**src/rtl/shd_pkg.sv**
```systemverilog
// Shared constants for the half-step stepper drive
package shd_pkg;
	// Register word addresses on the plain register port
	localparam logic [3:0] ADDR_MODE     = 4'h0;
	localparam logic [3:0] ADDR_CONTROL  = 4'h1;
	localparam logic [3:0] ADDR_IRQ_EN   = 4'h2;
	localparam logic [3:0] ADDR_FLAGS    = 4'h3;
	localparam logic [3:0] ADDR_IO_SETUP = 4'h4;
	localparam logic [3:0] ADDR_COUNT    = 4'h5;
	localparam logic [3:0] ADDR_COMPARE  = 4'h6;
	localparam logic [3:0] ADDR_PORT_DAT = 4'h7;
	localparam logic [3:0] ADDR_PORT_DIR = 4'h8;
	localparam logic [3:0] ADDR_MOTION   = 4'h9;
	localparam logic [3:0] ADDR_ACCEL_N  = 4'ha;
	localparam logic [3:0] ADDR_CONST_N  = 4'hb;
	localparam logic [3:0] ADDR_DECEL_N  = 4'hc;
	localparam logic [3:0] ADDR_HOLD_N   = 4'hd;
	localparam logic [3:0] ADDR_STATUS   = 4'he;
	// Field positions
	localparam int START_BIT   = 7;
	localparam int CLEAR_BIT   = 7;
	localparam int CKS_LSB     = 4;
	localparam int MATCH_BIT   = 0;
	localparam int MOTION_BIT  = 0;
	// Clock select codes
	localparam logic [2:0] CKS_DIV1 = 3'h0;
	localparam logic [2:0] CKS_DIV2 = 3'h1;
	localparam logic [2:0] CKS_DIV4 = 3'h2;
	localparam logic [2:0] CKS_DIV8 = 3'h3;
	// Reset values
	localparam logic [15:0] COMPARE_RST = 16'hffff;
	localparam logic [7:0]  PORT_RST    = 8'h00;
	localparam logic [15:0] ACCEL_RST   = 16'h0060;
	localparam logic [15:0] CONST_RST   = 16'h0060;
	localparam logic [15:0] DECEL_RST   = 16'h0060;
	localparam logic [15:0] HOLD_RST    = 16'h0010;
	// Phase bits on the port: A, B, not A, not B
	localparam int PH_A    = 3;
	localparam int PH_B    = 2;
	localparam int PH_ABAR = 1;
	localparam int PH_BBAR = 0;
	localparam int PRESCALE_W = 13;
	localparam int RAMP_LEN   = 96;
	// Motion modes
	typedef enum logic [1:0] {MODE_ACCEL, MODE_CONST, MODE_DECEL, MODE_HOLD} shd_mode_t;
endpackage : shd_pkg

```
**src/rtl/shd_ramp_rom.sv**
```systemverilog
// Step period ramp table for acceleration and deceleration
`timescale 1ns/1ps
module shd_ramp_rom #(
	parameter int DEPTH = 96
) (
	input  wire logic [6:0]  index,
	output logic      [15:0] period
);
	logic [15:0] table_mem [0:DEPTH-1];

	// Refuse a depth that the fixed contents cannot fill
	if (DEPTH != 96)
	begin : g_depth_check
		$error("ramp table holds exactly 96 entries");
	end

	// Constant ramp periods, longest first
	always_comb
	begin
		table_mem = '{
			16'hffff, 16'hf000, 16'he000, 16'hd500, 16'hce40, 16'hc738, 16'hc030, 16'hb928,
			16'hb220, 16'hab18, 16'ha410, 16'h9dd0, 16'h9790, 16'h9150, 16'h8ca0, 16'h87f0,
			16'h8340, 16'h8020, 16'h7d00, 16'h7aa8, 16'h7850, 16'h75f8, 16'h74bd, 16'h7148,
			16'h6fb8, 16'h6e28, 16'h6c98, 16'h6b08, 16'h6978, 16'h67e8, 16'h66bc, 16'h6590,
			16'h6464, 16'h6338, 16'h620c, 16'h6144, 16'h607c, 16'h5fb4, 16'h5eec, 16'h5dca,
			16'h5ca8, 16'h5b86, 16'h5a64, 16'h5942, 16'h5820, 16'h56fe, 16'h55dc, 16'h54ba,
			16'h5398, 16'h5276, 16'h5154, 16'h5032, 16'h4f10, 16'h4dee, 16'h4ccc, 16'h4baa,
			16'h4a88, 16'h4966, 16'h4844, 16'h4722, 16'h4600, 16'h44de, 16'h43bc, 16'h429a,
			16'h4178, 16'h4056, 16'h3f34, 16'h3e12, 16'h3cf0, 16'h3bc4, 16'h3a34, 16'h3890,
			16'h373c, 16'h35e8, 16'h3494, 16'h33d6, 16'h3318, 16'h325a, 16'h319c, 16'h30de,
			16'h3064, 16'h2fea, 16'h2f70, 16'h2ef6, 16'h2e7c, 16'h2e02, 16'h2d9c, 16'h2d36,
			16'h2cd0, 16'h2c6a, 16'h2c04, 16'h2b9e, 16'h2b38, 16'h2ad2, 16'h2a6c, 16'h2a00
		};
		period = (index < 7'(DEPTH)) ? table_mem[index] : table_mem[DEPTH-1];
	end
endmodule : shd_ramp_rom

```
**src/rtl/shd_stepper_half_step_drive.sv**
```systemverilog
// Half-step stepper drive: prescaler, compare timer, phase port and motion sequencer
//
// Notes on behaviour
// - Forward walks A, A+B, B, B+nA, nA, nA+nB, nB, nB+A, repeating.
// - Reverse walks the same eight patterns in opposite order.
// - A high phase bit excites that phase; low leaves it off.
// - Stop holds the last step's pattern for a configured number of periods.
// - Cycle forward, stop, reverse, stop repeats without end.
// - Acceleration shortens the period each step for a configured step count.
// - Constant speed issues a configured step count at a fixed period.
// - Deceleration lengthens the period for a configured count, then stop hold.
// - A 13-bit prescaler increments every clock and feeds divided ticks.
// - 16-bit readable writable up-counter on clock, /2, /4, /8 or external.
// - Compare value is checked against the counter on each count tick while started; equality sets the match flag.
// - Match flag with its enable bit raises the interrupt request.
// - Control register picks the counter clock and clear on match.
// - Start bit lets the counter advance; cleared, it holds still.
// - Each compare match with motion enabled advances the excitation pattern by one step, except in hold.
// - Direction bits make phase bits outputs; port data drives them.
// - Interrupt enable register gates each timer request individually.
// - Bit 3 is A, bit 2 B, bit 1 not A, bit 0 not B.
// - Clear bit set zeroes the counter on match; otherwise it runs on.
// - Ramp phases load a new period from a 96-entry table each match.
//
// Added by the designer: strobed register access and the register offsets.
`timescale 1ns/1ps
module shd_stepper_half_step_drive #(
	parameter int RAMP_DEPTH = shd_pkg::RAMP_LEN
) (
	input  wire logic        clock,
	input  wire logic        reset,
	input  wire logic [3:0]  reg_addr,
	input  wire logic [15:0] reg_wdata,
	input  wire logic        reg_write,
	input  wire logic        reg_read,
	output logic      [15:0] reg_rdata,
	input  wire logic        ext_clock_in,
	output logic             phase_a_out,
	output logic             phase_b_out,
	output logic             phase_a_bar_out,
	output logic             phase_b_bar_out,
	output logic      [3:0]  phase_oe,
	output logic             timer_irq
);
	import shd_pkg::*;

	// Refuse a depth that the seven-bit ramp index cannot reach
	if (RAMP_DEPTH < 2 || RAMP_DEPTH > 127)
	begin : g_depth_check
		$error("ramp depth must lie between 2 and 127");
	end

	// Pattern lookup, forward order from index 0
	function automatic logic [3:0] pattern_of(input logic [2:0] idx);
		case (idx)
			3'h0: pattern_of = 4'h8;
			3'h1: pattern_of = 4'hc;
			3'h2: pattern_of = 4'h4;
			3'h3: pattern_of = 4'h6;
			3'h4: pattern_of = 4'h2;
			3'h5: pattern_of = 4'h3;
			3'h6: pattern_of = 4'h1;
			default: pattern_of = 4'h9;
		endcase
	endfunction : pattern_of

	logic [PRESCALE_W-1:0] prescale_r;
	logic [7:0]  mode_reg_r;
	logic [7:0]  control_r;
	logic [7:0]  irq_en_r;
	logic [7:0]  io_setup_r;
	logic        match_flag_r;
	logic [15:0] count_r;
	logic [15:0] compare_r;
	logic [7:0]  port_data_r;
	logic [7:0]  port_dir_r;
	logic        motion_en_r;
	logic [15:0] accel_n_r;
	logic [15:0] const_n_r;
	logic [15:0] decel_n_r;
	logic [15:0] hold_n_r;
	shd_mode_t   mode_r;
	logic        reverse_r;
	logic [2:0]  pat_idx_r;
	logic [6:0]  ramp_idx_r;
	logic [15:0] step_cnt_r;
	logic [2:0]  ext_sync_r;
	logic        ext_level_r;
	logic        ext_tick;
	logic        count_tick;
	logic        match;
	logic        wr_flags;
	logic        phase_done;
	logic [2:0]  pat_idx_nxt;
	logic [15:0] ramp_period;
	logic [6:0]  ramp_last;

	assign ramp_last = 7'(RAMP_DEPTH - 1);
	assign wr_flags  = reg_write && reg_addr == ADDR_FLAGS;

	shd_ramp_rom #(
		.DEPTH  (RAMP_DEPTH)
	) u_ramp (
		.index  (ramp_idx_r),
		.period (ramp_period)
	);

	// Free-running prescaler
	always_ff @(posedge clock)
	begin
		if (reset)
			prescale_r <= '0;
		else
			prescale_r <= prescale_r + 1'b1;
	end

	// External count clock: three stages, change accepted once stages two and three agree
	always_ff @(posedge clock)
	begin
		if (reset)
		begin
			ext_sync_r  <= 3'h0;
			ext_level_r <= 1'b0;
		end
		else
		begin
			ext_sync_r <= {ext_sync_r[1:0], ext_clock_in};
			if (ext_sync_r[1] == ext_sync_r[2])
				ext_level_r <= ext_sync_r[2];
		end
	end
	assign ext_tick = ext_sync_r[1] && ext_sync_r[2] && !ext_level_r;

	// Counter input select
	always_comb
	begin
		case (control_r[CKS_LSB+2:CKS_LSB])
			CKS_DIV1: count_tick = 1'b1;
			CKS_DIV2: count_tick = prescale_r[0];
			CKS_DIV4: count_tick = &prescale_r[1:0];
			CKS_DIV8: count_tick = &prescale_r[2:0];
			default:  count_tick = ext_tick;
		endcase
	end

	// Compare match fires when the counter ticks at equality
	assign match = mode_reg_r[START_BIT] && count_tick && (count_r == compare_r);

	// Timer counter: software write wins, then clear or increment
	always_ff @(posedge clock)
	begin
		if (reset)
			count_r <= '0;
		else if (reg_write && reg_addr == ADDR_COUNT)
			count_r <= reg_wdata;
		else if (match && control_r[CLEAR_BIT])
			count_r <= '0;
		else if (mode_reg_r[START_BIT] && count_tick)
			count_r <= count_r + 1'b1;
	end

	// Match flag: set wins over a software clear by writing zero
	always_ff @(posedge clock)
	begin
		if (reset)
			match_flag_r <= 1'b0;
		else if (match)
			match_flag_r <= 1'b1;
		else if (wr_flags && !reg_wdata[MATCH_BIT])
			match_flag_r <= 1'b0;
	end

	// Interrupt request gated by its enable
	always_ff @(posedge clock)
	begin
		if (reset)
			timer_irq <= 1'b0;
		else
			timer_irq <= match_flag_r && irq_en_r[MATCH_BIT];
	end

	// Plain software registers
	always_ff @(posedge clock)
	begin
		if (reset)
		begin
			mode_reg_r  <= 8'h00;
			control_r   <= 8'h00;
			irq_en_r    <= 8'h00;
			io_setup_r  <= 8'h00;
			port_dir_r  <= PORT_RST;
			motion_en_r <= 1'b0;
			accel_n_r   <= ACCEL_RST;
			const_n_r   <= CONST_RST;
			decel_n_r   <= DECEL_RST;
			hold_n_r    <= HOLD_RST;
		end
		else if (reg_write)
		begin
			case (reg_addr)
				ADDR_MODE:     mode_reg_r  <= reg_wdata[7:0];
				ADDR_CONTROL:  control_r   <= reg_wdata[7:0];
				ADDR_IRQ_EN:   irq_en_r    <= reg_wdata[7:0];
				ADDR_IO_SETUP: io_setup_r  <= reg_wdata[7:0];
				ADDR_PORT_DIR: port_dir_r  <= reg_wdata[7:0];
				ADDR_MOTION:   motion_en_r <= reg_wdata[MOTION_BIT];
				ADDR_ACCEL_N:  accel_n_r   <= reg_wdata;
				ADDR_CONST_N:  const_n_r   <= reg_wdata;
				ADDR_DECEL_N:  decel_n_r   <= reg_wdata;
				ADDR_HOLD_N:   hold_n_r    <= reg_wdata;
				default:       ;
			endcase
		end
	end

	// Last step of the current mode reached on this match
	assign phase_done = (step_cnt_r + 16'h0001) >= (mode_r == MODE_ACCEL ? accel_n_r :
		mode_r == MODE_CONST ? const_n_r : mode_r == MODE_DECEL ? decel_n_r : hold_n_r);

	// Pattern index steps modulo eight by direction, frozen in hold
	always_comb
	begin
		if (mode_r == MODE_HOLD)
			pat_idx_nxt = pat_idx_r;
		else if (reverse_r)
			pat_idx_nxt = pat_idx_r - 3'h1;
		else
			pat_idx_nxt = pat_idx_r + 3'h1;
	end

	// Motion sequencer on each compare match
	always_ff @(posedge clock)
	begin
		if (reset)
		begin
			mode_r     <= MODE_ACCEL;
			reverse_r  <= 1'b0;
			pat_idx_r  <= 3'h0;
			ramp_idx_r <= 7'h00;
			step_cnt_r <= 16'h0000;
		end
		else if (!motion_en_r)
		begin
			mode_r     <= MODE_ACCEL;
			ramp_idx_r <= 7'h00;
			step_cnt_r <= 16'h0000;
		end
		else if (match)
		begin
			pat_idx_r <= pat_idx_nxt;
			if (phase_done)
			begin
				step_cnt_r <= 16'h0000;
				case (mode_r)
					MODE_ACCEL: mode_r <= MODE_CONST;
					MODE_CONST: mode_r <= MODE_DECEL;
					MODE_DECEL: mode_r <= MODE_HOLD;
					default:
					begin
						mode_r     <= MODE_ACCEL;
						reverse_r  <= !reverse_r;
						ramp_idx_r <= 7'h00;
					end
				endcase
			end
			else
				step_cnt_r <= step_cnt_r + 16'h0001;
			// Ramp index walks up while accelerating, down while decelerating
			if (mode_r == MODE_ACCEL && ramp_idx_r < ramp_last)
				ramp_idx_r <= ramp_idx_r + 7'h01;
			else if (mode_r == MODE_DECEL && ramp_idx_r != 7'h00)
				ramp_idx_r <= ramp_idx_r - 7'h01;
		end
	end

	// Compare value: software write, or ramp reload on match
	always_ff @(posedge clock)
	begin
		if (reset)
			compare_r <= COMPARE_RST;
		else if (reg_write && reg_addr == ADDR_COMPARE)
			compare_r <= reg_wdata;
		else if (motion_en_r && match && (mode_r == MODE_ACCEL || mode_r == MODE_DECEL))
			compare_r <= ramp_period;
		// Constant speed and hold keep the last period
	end

	// Port data: software write, or the sequencer's next pattern
	always_ff @(posedge clock)
	begin
		if (reset)
			port_data_r <= PORT_RST;
		else if (reg_write && reg_addr == ADDR_PORT_DAT)
			port_data_r <= reg_wdata[7:0];
		else if (motion_en_r && match)
			port_data_r <= {port_data_r[7:4], pattern_of(pat_idx_nxt)};
	end

	// Phase pins: driven only where direction marks an output
	always_ff @(posedge clock)
	begin
		if (reset)
		begin
			phase_a_out     <= 1'b0;
			phase_b_out     <= 1'b0;
			phase_a_bar_out <= 1'b0;
			phase_b_bar_out <= 1'b0;
			phase_oe        <= 4'h0;
		end
		else
		begin
			phase_a_out     <= port_data_r[PH_A] && port_dir_r[PH_A];
			phase_b_out     <= port_data_r[PH_B] && port_dir_r[PH_B];
			phase_a_bar_out <= port_data_r[PH_ABAR] && port_dir_r[PH_ABAR];
			phase_b_bar_out <= port_data_r[PH_BBAR] && port_dir_r[PH_BBAR];
			phase_oe        <= port_dir_r[3:0];
		end
	end

	// Read data one cycle after the read strobe, zero otherwise
	always_ff @(posedge clock)
	begin
		if (reset || !reg_read)
			reg_rdata <= 16'h0000;
		else
		begin
			case (reg_addr)
				ADDR_MODE:     reg_rdata <= {8'h00, mode_reg_r};
				ADDR_CONTROL:  reg_rdata <= {8'h00, control_r};
				ADDR_IRQ_EN:   reg_rdata <= {8'h00, irq_en_r};
				ADDR_FLAGS:    reg_rdata <= {15'h0000, match_flag_r};
				ADDR_IO_SETUP: reg_rdata <= {8'h00, io_setup_r};
				ADDR_COUNT:    reg_rdata <= count_r;
				ADDR_COMPARE:  reg_rdata <= compare_r;
				ADDR_PORT_DAT: reg_rdata <= {8'h00, port_data_r};
				ADDR_PORT_DIR: reg_rdata <= {8'h00, port_dir_r};
				ADDR_MOTION:   reg_rdata <= {15'h0000, motion_en_r};
				ADDR_ACCEL_N:  reg_rdata <= accel_n_r;
				ADDR_CONST_N:  reg_rdata <= const_n_r;
				ADDR_DECEL_N:  reg_rdata <= decel_n_r;
				ADDR_HOLD_N:   reg_rdata <= hold_n_r;
				ADDR_STATUS:   reg_rdata <= {ramp_idx_r, 3'h0, pat_idx_r, reverse_r, mode_r};
				default:       reg_rdata <= 16'h0000;
			endcase
		end
	end
endmodule : shd_stepper_half_step_drive

```
**config.mk**
```make
export PLATFORM = sky130hd
export DESIGN_NAME = shd_stepper_half_step_drive
export DESIGN_NICKNAME = d
export VERILOG_FILES = /design/src/rtl/shd_pkg.sv /design/src/rtl/shd_ramp_rom.sv /design/src/rtl/shd_stepper_half_step_drive.sv
export SDC_FILE = /design/constraint.sdc
export NUM_CORES = 1
export LEC_CHECK = 0
export ABC_AREA = 1
export BUFFER_PORTS_ARGS = -buffer_cell sky130_fd_sc_hd__buf_2
export CAP_MARGIN = 20
export CORE_MARGIN = 3
export CORE_UTILIZATION = 41
export CTS_BUF_LIST = sky130_fd_sc_hd__clkbuf_8
export DETAILED_ROUTE_END_ITERATION = 10
export GPL_ROUTABILITY_DRIVEN = 0
export HOLD_SLACK_MARGIN = 0.02
export PLACE_DENSITY = 0.64
export SKIP_CTS_REPAIR_TIMING = 1
export SKIP_LAST_GASP = 1
export SLEW_MARGIN = 20
export SYNTH_ARGS = -nofsm -noshare
export SYNTH_HDL_FRONTEND = slang
export SYNTH_SLANG_ARGS = --single-unit
```
**constraint.sdc**
```tcl
create_clock -name clock -period 2.5 [get_ports clock]
set_input_delay 0.5 -clock clock [delete_from_list [all_inputs] [get_ports clock]]
set_output_delay 0.5 -clock clock [all_outputs]
set_load 0.005 [all_outputs]
```
==> metrics.cfg <==
[status]
status = finished with violations
violations = setup timing

[power]
vdd_ir_drop_max_mv = 0.361
clkPwrFrac = 0.464
p_sw_mw = 1.90
power_leakage_nw = 6.31
p_seq_frac = 0.473
swShare = 0.264
p_int_mw = 5.31
power_frac_comb = 0.063
p_per_area_nw_per_um2 = 502

[logic_synthesis]
ys_ff_latch = 207
syn_area_per_cell_um2 = 6.55
synth_flop_cell = dfxtp_1
yosys-top-cells-count = 380 x nand2_1, 235 x a21oi_1, 210 x inv_1, 207 x dfxtp_1, 199 x o21ai_0
syn_inst = 1849
ys.warnings.count = 0
synthArstFlopShare = 0
synth.top_cells.by_area = dfxtp_1 34%, nand2_1 12%, a21oi_1 9.7%, o21ai_0 8.2%, inv_1 6.5%
post_synth_num_cell_types = 40
synth_top_area_share = 0.342
synth.largest_area_cell = dfxtp_1
synth_nets = 1918
synth_most_common_cell = nand2_1
seq_area_frac_synth = 0.342
synth_area_um2 = 12100
synth_edf_count = 0

[timing]
slew_headroom = 0.516
rsz0062_at_grt = yes
drv_slew = 0
hold_viol = 0
final.period_utilization = 1.09
hold_slack_ns = 0.180
layout_setup_ws_ns = -0.225
worst_pin_slew_ns = 0.726
clock_skew_ns = 0.0337
setup_viol = 25
max_freq_ghz = 0.367
fin_crit_ns = 2.73

[floorplanning]
die_h_um = 178
fp.dieArea_um2 = 31600
placement_rows = 62
die_x_um = 178
ios = 50
start_util = 0.419
core_area_um2 = 28900

[worst_setup_path]
cp.required_ns = 2.95
cpPeakStageDelay_ns = 0.35
cp_top_family = simple AND/OR/NAND/NOR gates
crit_chain = inv_4 > ha_4 > buf_6 > nand2_1 > o21ai_1 > o21ai_1 > o21ai_1 > ha_1 > nand2_2 > nor2_1 > and2_1 > nor2_1 > nand2_1 > nand2_2 > nand2_4 > nor2_4 > clkbuf_16 > nand2_4 > a21oi_1
cp-start-kind = flop
r2r-start = mode_r[0]
cp.arrival_ns = 3.18
endpoint_kind = flop
crit_path_max_fanout = 8
slowest_stage = dfxtp_2
crit_type = reg2reg
cp_common_cell = o21ai_1
crit_buf_inv = 3
startpoint = mode_r[0]

[final_layout]
nets = 2011
n_antenna_cell = 0
ff_latch_area_um2 = 4150
syn2layout_area_growth_pct = 18.6
fillers = 2857
multiInputGateArea_um2 = 7020
drive_gt1_frac = 0.149

[flow_run]
maxCapViolations = 0

[global_routing]
grt_pass1_wl_um = 64900
grt_max_degree = 113
grt_overflow = 0
antenna_found_initial = 1
grt_use_total = 0.257
grt_pass1_vias = 11870

[placement]
place_ws_ns = -0.301
hpwl_um = 29500
port_buffers = 49

[clocking]
cts_root_buffer = clkbuf_8
clkTransAtPathRegs_ns = 0.07
cts_buffers = 38
cts.sinks = 207
cts_max_level = 2
cts.path.max_buffers = 3
cts_tree = done
clk_latency_ns = 0.55

[detailed_routing]
avgViaCountPerCell = 5.61
vias = 13205
route.detailed.drc = 0
drt_iter0_drc = 1573
dr.pass1.iters = 5
wl_per_cell_um = 17.9
ant_nets = 0
routed_wl_um = 42100

[worst_hold_path]
hold_path_startpoint = ext_clock_in
hp-class = in2reg

==> power by group through the flow <==
stage | Combinational [mW] | Sequential [mW] | Clock, mW
2_1_floorplan | 0.274 | 3.46 | 0
3_3_place_gp | 0.431 | 3.48 | 0
3_5_place_dp | 0.437 | 3.48 | 0
4_1_cts | 0.439 | 3.41 | 3.37
5_1_grt | 0.502 | 3.41 | 3.52
6_report | 0.457 | 3.41 | 3.35
==> cells in the final DEF, fill, tap and decap left out, drive strengths merged, types with 8 or more instances in the layout <==
cell / Yosys / layout
o21ai: 199 / 199
o211ai: 13 / 13
nand2: 387 / 387
inv: 221 / 236
a221oi: 13 / 13
buf: 27 / 146
nand3: 129 / 129
a21oi: 235 / 235
a31oi: 8 / 8
nor3: 24 / 24
nor2: 149 / 149
dfxtp: 207 / 207
ha: 43 / 43
clkbuf: 68 / 49
o22ai: 52 / 52
nand3b: 9 / 9
xor2: 28 / 28
==> stage by stage <==
step / cell area, µm² / utilization / TNS (ns) / power, mW / std cells
3_3_place_gp: 13200 / 0.456 / -4.24 / 3.91 / 2278
6_report: 14400 / 0.496 / -4.10 / 7.21 / 2354
5_1_grt: 14400 / 0.496 / -7.54 / 7.43 / 2354
2_1_floorplan: 12100 / - / 0 / 3.74 / 1849
4_1_cts: 14000 / 0.482 / -6.90 / 7.21 / 2346
3_5_place_dp: 13200 / 0.456 / -6.02 / 3.91 / 2278
==> layout make-up <==
type	instances	area share
flip-flops and latches	207	0.289
repair buffers	148	0.0766
well taps	384	0.0334
multi-input cells	1323	0.489
clock buffers	47	0.0450
clock inverters	21	0.00862
inverters	224	0.0589
==> state kept, by name, indices dropped and copies added (netlist names), 4 cells and up <==
signal and flops:
accel_n_r 16, compare_r 16, const_n_r 16, control_r 8, count_r 16, decel_n_r 16, hold_n_r 16, io_setup_r 8
irq_en_r 8, mode_reg_r 8, phase_oe 4, port_data_r 8, port_dir_r 8, ramp_idx_r 7, reg_rdata 16, step_cnt_r 16
==> metal layers <==
| metal | wire length, µm | global-route usage | share of wire | up-vias |
|---|---|---|---|---|
| li1 | - | - | - | 6345 |
| met1 | 18500 | 0.367 | 0.44 | 6073 |
| met2 | 18700 | 0.401 | 0.44 | 675 |
| met3 | 3650 | 0.0340 | 0.087 | 110 |
| met4 | 1190 | 0.0779 | 0.028 | 2 |
| met5 | 14 | 0 | 0.00033 | - |
==> kinds of logic (layout without fill, tap and decap cells) <==
logic type      Yosys count  count (layout)  share of synthesized area
compound gates          533             533                      0.237
xor+xnor                 31              31                     0.0224
fa+ha+maj                44              44                     0.0461
buf+inv                 319             440                      0.102
flops                   207             207                      0.342
simple gates            715             715                      0.250
==> final timing paths <==
kind                    endpoint  slack [ns]  cells after the start
setup / recovery  step_cnt_r[11]       -0.23                     19
hold / removal     ext_sync_r[0]        0.18                      3
setup reg to reg  step_cnt_r[11]       -0.23                     19
hold reg to reg    ext_sync_r[1]        0.42                      2
==> worst min-delay path, delay by kind of cell <==
family	cells	cell delay, ns
buf+inv	2	0.14
simple gates	1	0.03
(Power assumes the default switching activity.)
